**config.mk**
```make
export PLATFORM = sky130hd
export DESIGN_NAME = config_fuse_decoder
export DESIGN_NICKNAME = d
export VERILOG_FILES = /design/src/common/config_fuse_pkg.sv /design/src/common/aux_protect_if.sv /design/src/hdl/aux_protect_eval.sv /design/src/hdl/config_fuse_decoder.sv
export VERILOG_INCLUDE_DIRS = /design/src /design/src/common
export SDC_FILE = /design/constraint.sdc
export NUM_CORES = 1
export LEC_CHECK = 0
export BUFFER_PORTS_ARGS = -buffer_cell sky130_fd_sc_hd__buf_2
export CAP_MARGIN = 40
export CORE_MARGIN = 10
export CORE_UTILIZATION = 53
export DETAILED_ROUTE_END_ITERATION = 8
export GPL_TIMING_DRIVEN = 0
export PLACE_DENSITY = 0.84
export SETUP_SLACK_MARGIN = 0.02
export SLEW_MARGIN = 20
export SYNTH_ARGS = -nofsm -noshare
export SYNTH_HDL_FRONTEND = slang
export SYNTH_HIERARCHICAL = 1
export SYNTH_SLANG_ARGS = --single-unit
```
**constraint.sdc**
```tcl
create_clock -name i_ref_clk -period 3.25 [get_ports i_ref_clk]
set_input_delay 0.325 -clock i_ref_clk [delete_from_list [all_inputs] [get_ports i_ref_clk]]
set_output_delay 0.325 -clock i_ref_clk [all_outputs]
set_load 0.05 [all_outputs]
```
**src/common/config_fuse_defines.svh**
```systemverilog
/*
  Offsets of fields inside the configuration words, reset values and timing figures.
  Assumes inclusion by bare name from the decoder files.
*/
// How it works
// - Window-disable field 1 runs the watchdog in non-window mode, 0 in window mode.
// - With lock-wait set, a switch to the PLL waits for a valid lock; cleared, it proceeds.
// - Prescaler select 1 gives a 1:128 ratio and 0 gives 1:32.
// - Postscaler code n gives ratio 2 to the n, from 1:1 at 0000 to 1:32,768 at 1111.
// - Reset timer code 000 disables it, codes 001 to 111 give 2 ms doubling up to 128 ms.
// - Brown-out detection is on when its enable field is 1 and off when 0.
// - A key that disagrees with the protect fields code-protects the auxiliary segment
//         until a bulk erase.
// - The auxiliary segment is code-protected when its code-protect field is 0.
// - Program writes to the auxiliary segment are refused while its write-protect field is 0.
// - The auxiliary word may change only by a bulk erase or with all protection off and both keys zero.
// - Port 2 pin field 1 selects the primary pins and 0 the alternate pins.
// - Port 1 pin field 0 selects the alternate pins and 1 the primary pins.
`ifndef CONFIG_FUSE_DEFINES_SVH
`define CONFIG_FUSE_DEFINES_SVH
`define WDT_POST_LSB 0
`define WDT_PRE_BIT 4
`define WDT_LOCKWAIT_BIT 5
`define WDT_WINOFF_BIT 6
`define WDT_WORD_RST 8'h7F
`define POR_DELAY_LSB 0
`define BOR_BIT 3
`define I2C1_BIT 4
`define I2C2_BIT 5
`define RST_WORD_RST 8'h3F
`define AUX_WRP_BIT 0
`define AUX_CP_BIT 1
`define AUX_KEY_LSB 2
`define AUX_WORD_RST 8'h03
`define AUX_WORD_ERASED 8'h03
`define PRE_RATIO_HI 8'h80
`define PRE_RATIO_LO 8'h20
`define POR_BASE_MS 2
`define CLK_KHZ 250000
`endif

```
**src/common/config_fuse_pkg.sv**
```systemverilog
/*
  Types and the reset delay width shared by the configuration decoder and its bench.
  Assumes one clock domain.
*/
package config_fuse_pkg;
  localparam int POR_CYC_W = 25;

  typedef enum logic [0:0] {SW_IDLE, SW_WAIT} sw_state_t;

  typedef struct packed {
    logic [7:0] wdt_word;
    logic [7:0] rst_word;
    logic [7:0] aux_word;
    logic lockout;
    sw_state_t sw_state;
    logic switch_grant;
    logic window_mode;
    logic [7:0] pre_ratio;
    logic [15:0] post_ratio;
    logic lock_wait;
    logic por_en;
    logic [POR_CYC_W-1:0] por_cycles;
    logic bor_en;
    logic i2c1_alt;
    logic i2c2_alt;
    logic aux_cp;
    logic aux_wb;
    logic cfg_writable;
    logic prog_accept;
    logic prog_reject;
    logic cfg_rejected;
  } state_t;
endpackage : config_fuse_pkg

```
**src/common/aux_protect_if.sv**
```systemverilog
/*
  Carries the auxiliary word and general-segment protection to the evaluator and its verdicts back.
  Assumes purely combinational use inside one clock domain.
*/
`timescale 1ns/100ps
interface aux_protect_if;
  logic [7:0] aux_cur;
  logic [7:0] aux_next;
  logic gen_code_protect_n;
  logic gen_write_protect_n;
  logic [1:0] gen_segment_key;
  logic key_mismatch;
  logic cfg_unlocked;

  modport eval (input aux_cur, aux_next, gen_code_protect_n, gen_write_protect_n,
    gen_segment_key, output key_mismatch, cfg_unlocked);
  modport ctrl (output aux_cur, aux_next, gen_code_protect_n, gen_write_protect_n,
    gen_segment_key, input key_mismatch, cfg_unlocked);
endinterface : aux_protect_if

```
**src/hdl/aux_protect_eval.sv**
```systemverilog
/*
  Judges the auxiliary key against the protect fields and whether the auxiliary word is open.
  Assumes the caller supplies both the stored and the next auxiliary word.
*/
`timescale 1ns/100ps
`include "config_fuse_defines.svh"
module aux_protect_eval (
  aux_protect_if.eval bus
);
  logic nxt_wrp_n;
  logic nxt_cp_n;
  logic [1:0] nxt_key;
  logic [1:0] expected_key;

  always_comb begin
    nxt_wrp_n = bus.aux_next[`AUX_WRP_BIT];
    nxt_cp_n = bus.aux_next[`AUX_CP_BIT];
    nxt_key = bus.aux_next[`AUX_KEY_LSB +: 2];
    expected_key = (nxt_wrp_n && nxt_cp_n) ? 2'h0 : 2'h3;
    bus.key_mismatch = (nxt_key != expected_key);
    bus.cfg_unlocked = bus.aux_cur[`AUX_WRP_BIT] && bus.aux_cur[`AUX_CP_BIT]
      && (bus.aux_cur[`AUX_KEY_LSB +: 2] == 2'h0) && bus.gen_code_protect_n
      && bus.gen_write_protect_n && (bus.gen_segment_key == 2'h0);
  end
endmodule : aux_protect_eval

```
**src/hdl/config_fuse_decoder.sv**
```systemverilog
/*
  Decodes the watchdog, reset and auxiliary-segment configuration words into settings.
  Assumes all inputs synchronous to i_ref_clk; words arrive as one-cycle write strobes.
*/
`timescale 1ns/100ps
`include "config_fuse_defines.svh"
module config_fuse_decoder #(
  parameter int unsigned CLK_KHZ = `CLK_KHZ,
  parameter int unsigned POR_BASE_CYCLES = `POR_BASE_MS * CLK_KHZ
) (
  input wire logic i_ref_clk,
  input wire logic i_reset_n,
  input wire logic i_wdt_cfg_wr,
  input wire logic [7:0] i_wdt_cfg_data,
  input wire logic i_rst_cfg_wr,
  input wire logic [7:0] i_rst_cfg_data,
  input wire logic i_aux_cfg_wr,
  input wire logic [7:0] i_aux_cfg_data,
  input wire logic i_gen_code_protect_n,
  input wire logic i_gen_write_protect_n,
  input wire logic [1:0] i_gen_segment_key,
  input wire logic i_bulk_erase,
  input wire logic i_pll_switch_req,
  input wire logic i_pll_locked,
  input wire logic i_aux_prog_req,
  output logic o_wdt_window_mode,
  output logic [7:0] o_wdt_prescale_ratio,
  output logic [15:0] o_wdt_postscale_ratio,
  output logic o_lock_wait_enable,
  output logic o_switch_waiting,
  output logic o_switch_grant,
  output logic o_por_timer_enable,
  output logic [config_fuse_pkg::POR_CYC_W-1:0] o_por_delay_cycles,
  output logic o_brownout_enable,
  output logic o_i2c1_use_alt,
  output logic o_i2c2_use_alt,
  output logic o_aux_code_protected,
  output logic o_aux_write_blocked,
  output logic o_aux_key_lockout,
  output logic o_aux_cfg_writable,
  output logic o_aux_prog_accept,
  output logic o_aux_prog_reject,
  output logic o_aux_cfg_rejected
);
  localparam int PW = config_fuse_pkg::POR_CYC_W;

  if (POR_BASE_CYCLES == 0 || (64'(POR_BASE_CYCLES) << 6) >= (64'h1 << PW)) begin : g_chk
    $error("POR_BASE_CYCLES does not fit the reset delay output");
  end

  // Power of two for a small code
  function automatic logic [15:0] pow2(input logic [3:0] code);
    pow2 = 16'h0001 << code;
  endfunction : pow2

  // Reset timer length in cycles; zero when disabled
  function automatic logic [PW-1:0] por_len(input logic [2:0] code);
    logic [PW-1:0] base;
    base = PW'(POR_BASE_CYCLES);
    if (code == 3'h0) begin
      por_len = '0;
    end else begin
      por_len = base << (code - 3'h1);
    end
  endfunction : por_len

  config_fuse_pkg::state_t st_r;
  config_fuse_pkg::state_t st_nxt;
  aux_protect_if prot ();
  logic switch_ok;
  logic aux_open;
  logic [7:0] aux_word_nxt;

  aux_protect_eval u_eval (
    .bus(prot.eval)
  );

  assign prot.aux_cur = st_r.aux_word;
  assign prot.gen_code_protect_n = i_gen_code_protect_n;
  assign prot.gen_write_protect_n = i_gen_write_protect_n;
  assign prot.gen_segment_key = i_gen_segment_key;
  // Next auxiliary word kept outside the state copy so the key check forms no loop
  assign aux_word_nxt = i_bulk_erase ? `AUX_WORD_ERASED
    : (i_aux_cfg_wr && aux_open) ? i_aux_cfg_data : st_r.aux_word;
  assign prot.aux_next = aux_word_nxt;
  assign aux_open = prot.cfg_unlocked && !st_r.lockout;
  assign switch_ok = !st_r.lock_wait || i_pll_locked;

  always_comb begin
    st_nxt = st_r;
    // Word storage; new value decoded in the same step
    if (i_wdt_cfg_wr) begin
      st_nxt.wdt_word = i_wdt_cfg_data;
    end
    if (i_rst_cfg_wr) begin
      st_nxt.rst_word = i_rst_cfg_data;
    end
    st_nxt.cfg_rejected = 1'b0;
    st_nxt.aux_word = aux_word_nxt;
    if (i_aux_cfg_wr && !aux_open && !i_bulk_erase) begin
      st_nxt.cfg_rejected = 1'b1;
    end
    // Lockout is set by a mismatch and only erase clears it; set wins
    st_nxt.lockout = prot.key_mismatch || (st_r.lockout && !i_bulk_erase);
    // Watchdog
    st_nxt.window_mode = !st_nxt.wdt_word[`WDT_WINOFF_BIT];
    st_nxt.pre_ratio = st_nxt.wdt_word[`WDT_PRE_BIT] ? `PRE_RATIO_HI
      : `PRE_RATIO_LO;
    st_nxt.post_ratio = pow2(st_nxt.wdt_word[`WDT_POST_LSB +: 4]);
    st_nxt.lock_wait = st_nxt.wdt_word[`WDT_LOCKWAIT_BIT];
    // Reset word
    st_nxt.por_en = (st_nxt.rst_word[`POR_DELAY_LSB +: 3] != 3'h0);
    st_nxt.por_cycles = por_len(st_nxt.rst_word[`POR_DELAY_LSB +: 3]);
    st_nxt.bor_en = st_nxt.rst_word[`BOR_BIT];
    st_nxt.i2c1_alt = !st_nxt.rst_word[`I2C1_BIT];
    st_nxt.i2c2_alt = !st_nxt.rst_word[`I2C2_BIT];
    // Auxiliary segment
    st_nxt.aux_cp = !st_nxt.aux_word[`AUX_CP_BIT] || st_nxt.lockout;
    st_nxt.aux_wb = !st_nxt.aux_word[`AUX_WRP_BIT];
    st_nxt.cfg_writable = aux_open;
    st_nxt.prog_accept = i_aux_prog_req && !st_r.aux_wb;
    st_nxt.prog_reject = i_aux_prog_req && st_r.aux_wb;
    // Clock switch gate
    st_nxt.switch_grant = 1'b0;
    case (st_r.sw_state)
      config_fuse_pkg::SW_IDLE: begin
        if (i_pll_switch_req && switch_ok) begin
          st_nxt.switch_grant = 1'b1;
        end else if (i_pll_switch_req) begin
          st_nxt.sw_state = config_fuse_pkg::SW_WAIT;
        end
      end
      config_fuse_pkg::SW_WAIT: begin
        if (switch_ok) begin
          st_nxt.switch_grant = 1'b1;
          st_nxt.sw_state = config_fuse_pkg::SW_IDLE;
        end
      end
      default: begin
        st_nxt.sw_state = config_fuse_pkg::SW_IDLE;
      end
    endcase
  end

  always_ff @(posedge i_ref_clk) begin
    if (!i_reset_n) begin
      st_r.wdt_word <= `WDT_WORD_RST;
      st_r.rst_word <= `RST_WORD_RST;
      st_r.aux_word <= `AUX_WORD_RST;
      st_r.lockout <= 1'b0;
      st_r.sw_state <= config_fuse_pkg::SW_IDLE;
      st_r.switch_grant <= 1'b0;
      st_r.window_mode <= 1'b0;
      st_r.pre_ratio <= `PRE_RATIO_HI;
      st_r.post_ratio <= 16'h8000;
      st_r.lock_wait <= 1'b1;
      st_r.por_en <= 1'b1;
      st_r.por_cycles <= PW'(POR_BASE_CYCLES) << 6;
      st_r.bor_en <= 1'b1;
      st_r.i2c1_alt <= 1'b0;
      st_r.i2c2_alt <= 1'b0;
      st_r.aux_cp <= 1'b0;
      st_r.aux_wb <= 1'b0;
      st_r.cfg_writable <= 1'b0;
      st_r.prog_accept <= 1'b0;
      st_r.prog_reject <= 1'b0;
      st_r.cfg_rejected <= 1'b0;
    end else begin
      st_r <= st_nxt;
    end
  end

  // Outputs straight from state
  assign o_wdt_window_mode = st_r.window_mode;
  assign o_wdt_prescale_ratio = st_r.pre_ratio;
  assign o_wdt_postscale_ratio = st_r.post_ratio;
  assign o_lock_wait_enable = st_r.lock_wait;
  assign o_switch_waiting = (st_r.sw_state == config_fuse_pkg::SW_WAIT);
  assign o_switch_grant = st_r.switch_grant;
  assign o_por_timer_enable = st_r.por_en;
  assign o_por_delay_cycles = st_r.por_cycles;
  assign o_brownout_enable = st_r.bor_en;
  assign o_i2c1_use_alt = st_r.i2c1_alt;
  assign o_i2c2_use_alt = st_r.i2c2_alt;
  assign o_aux_code_protected = st_r.aux_cp;
  assign o_aux_write_blocked = st_r.aux_wb;
  assign o_aux_key_lockout = st_r.lockout;
  assign o_aux_cfg_writable = st_r.cfg_writable;
  assign o_aux_prog_accept = st_r.prog_accept;
  assign o_aux_prog_reject = st_r.prog_reject;
  assign o_aux_cfg_rejected = st_r.cfg_rejected;
endmodule : config_fuse_decoder
```
==> summary.md <==
| Metric | Value |
|---|---|
| CORE AREA | `5042 um2` |
| Int Pwr | `0.001380 W` |
| Chip height | `91.87 um` |
| Post-route ant nets | `0` |
| NetSw | `0.0005594 W` |
| Post-CTS Resized | `0` |
| Clock Path Buffers | `2` |
| Clock sink count | `66` |
| First-pass GRT wire length | `9811 um` |
| Placed cells | `434` |
| Min-delay src | `i_pll_locked` |
| Max Cap Viol | `0` |
| 1st-iter DRT viols | `72` |
| Die Width | `91.87 um` |
| Diodes inserted | `0` |
| Num rows | `26` |
| Synthesized area | `2738 um2` |
| Largest net degree at the start of global routing | `11` |
| Clk_skew | `0.004178 ns` |
| Endpoint class of the critical path | `flop` |
| GPL Wtd Cong | `0.7996` |
| Clock share of power | `34.9%` |
| Area Overhead vs Synth | `26.42%` |
| VDD IR-drop max | `0.3188 mV` |
| RSZ-0062 raised after global routing | `no` |
| Final period util | `65.29%` |
| Max Slew Vio Count | `0` |
| Pleak | `1.778 nW` |
| Critical path data required time | `3.47 ns` |
| Outcome | `complete, no violations` |
| Routed WL | `5818 um` |
| Routed via count | `2070` |
| CP Launch Type | `flop` |
| Reg2Reg Setup Slack | `1.13 ns` |
| Worst Path Max Fanout | `5` |
| HP Class | `input pin to flop` |
| Fin. Hold Viols | `0` |
| Hold_buf cts | `0` |
| Final setup fails | `0` |
| Avg Inst Size Synth | `9.991 um2` |
| Critical Path Start | `prot.aux_cur[3]$_SDFF_PN0_` |
| Mapped Cells | `274` |
| Fraction of layout cells with a size suffix above 1 | `42.89%` |
| CTS buffer count | `9` |
| Dpl cell area | `3263 um2` |
| Net count reported at finish | `420` |
| Total gr overflow | `0` |
| Tmin final | `2.122 ns` |
| Ports | `101` |
| Fin area | `3461 um2` |
| H-tree levels | `3` |
| Drt first pass iters | `4` |
| Ys Warns | `6` |
| Hpwl dp | `4652 um` |
| Fmax | `471.3 MHz` |
| Initial antenna violation count | `0` |
| Setup Fix Bufs, Post-CTS | `0` |
| Hold endpoint | `o_switch_waiting$_SDFF_PN0_` |
| CTS tree | `done` |
| RR Startpoint | `prot.aux_cur[3]$_SDFF_PN0_` |
| Hold path cells | `2` |
| Sw frac | `28.84%` |
| Vias in the first global route | `2116` |
| Sequential power share | `44.7%` |
| CTS Root Cell | `clkbuf_8` |
| Arrival time worst endpoint | `2.34 ns` |
| Worst-skew pair later-pin latency | `0.33 ns` |
| Initial Utilization | `54.29%` |
| Reg clk slew, reported paths | `0.06 ns` |
| Via density | `4.600` |
| Final core occ | `68.64%` |
| Die footprint | `8440 um2` |
| # port buffers | `80` |
| Reg2reg end | `o_aux_code_protected$_SDFF_PN0_` |
| DRC viols | `0` |
| Worst path slowest cell | `or4_1` |
| Critical Setup Path Class | `flop to flop` |
| Setup TNS | `0 ns` |
| CP Cell Sequence | `or4_1 > nor2_1 > nand3b_1 > buf_6 > mux2i_1 > nand2b_1 > nand2_1 > mux2i_1 > o21ai_0 > nand2_1` |
| Cell Pwr Density | `560.5 nW/um2` |
| Total GRT Usage | `14.34%` |
| CP max stage delay | `0.48 ns` |
| Final std cells w/o fill | `450` |
| Cell count of the worst reg-to-reg path | `10` |
| Logic pwr share | `20.4%` |
| DR WL/cell | `12.93 um` |
cell type report:
type / count / area [um2]
fill: 426 / 1582
sequential: 66 / 1321
multi-input combinational: 146 / 959.7
buffer: 60 / 449.2
timing repair buffer: 80 / 400.4
clock buffer: 14 / 162.7
tap: 70 / 87.58
inverter: 12 / 45.04
clock inverter: 2 / 35.03
per-layer routing:
layer	wire (um)	track usage (%)	part of all wire (%)	up-vias
met1	2358	14.85	41	951
met3	536	7.335	9.2	13
li1	-	-	-	1036
met5	0	0	0	-
met4	118	6.555	2.0	0
met2	2805	23.76	48	70
cell usage in the layout, fill, tap and decap left out, drive strengths merged, types with 2 or more instances in the layout:
cell type / n
o31ai: 3
and2: 6
a21oi: 8
dfxtp: 66
conb: 11
nor2b: 4
inv: 12
nand2: 19
mux2i: 16
nand2b: 9
a211o: 2
nor3: 17
clkbuf: 15
mux2: 2
buf: 139
o21ai: 5
a211oi: 3
and3: 3
ha: 8
nor2: 20
stage by stage:
stage | hold WS, ns | setup slack, ns | power [W]
after floorplan | 0.4011 | 1.248 | 0.001198
after CTS | 0.1553 | 1.126 | 0.001958
after global routing | 0.1475 | 0.8112 | 0.002027
final | 0.1680 | 1.128 | 0.001940
after global placement | 0.4045 | 1.017 | 0.001274
after detailed placement | 0.4242 | 0.9608 | 0.001281
sequential cells by signal, summed over array words and instances (netlist names):
signal,count
o_aux_cfg_rejected,1
o_aux_cfg_writable,1
o_aux_code_protected,1
o_aux_key_lockout,1
o_aux_prog_accept,1
o_aux_prog_reject,1
o_aux_write_blocked,1
o_i2c1_use_alt,1
o_i2c2_use_alt,1
o_por_delay_cycles,19
o_por_timer_enable,1
o_switch_grant,1
o_switch_waiting,1
o_wdt_postscale_ratio,16
o_wdt_prescale_ratio,1
o_wdt_window_mode,1
prot.aux_cur,4
st_r,13
worst max path at each step:
stage,end,cells past startpoint,slack (ns)
2_1_floorplan,o_aux_code_protected$_SDFF_PN0_,9,1.25
3_5_place_dp,o_aux_code_protected$_SDFF_PN0_,11,0.96
4_1_cts,o_aux_code_protected$_SDFF_PN0_,10,1.13
5_1_grt,o_aux_code_protected$_SDFF_PN0_,10,0.81
3_3_place_gp,o_aux_code_protected$_SDFF_PN0_,11,1.02
6_report,o_aux_code_protected$_SDFF_PN0_,10,1.13
power by group through the flow:
stage	combinational, W	sequential, W	clock (W)
global placement	0.000390	0.000884	0
detailed placement	0.000396	0.000886	0
floorplan	0.000290	0.000908	0
global route	0.000423	0.000871	0.000733
finish	0.000395	0.000868	0.000677
CTS	0.000397	0.000868	0.000693
critical path, delay by kind of cell, from the launching register on:
kind	cells	cell delay [ns]
buffers and inverters	1	0.14
AND/OR/NAND/NOR	6	1.03
flip-flops	1	0.31
AO/OA/AOI/OAI	1	0.22
multiplexers	2	0.30
(Power assumes the default switching activity.)
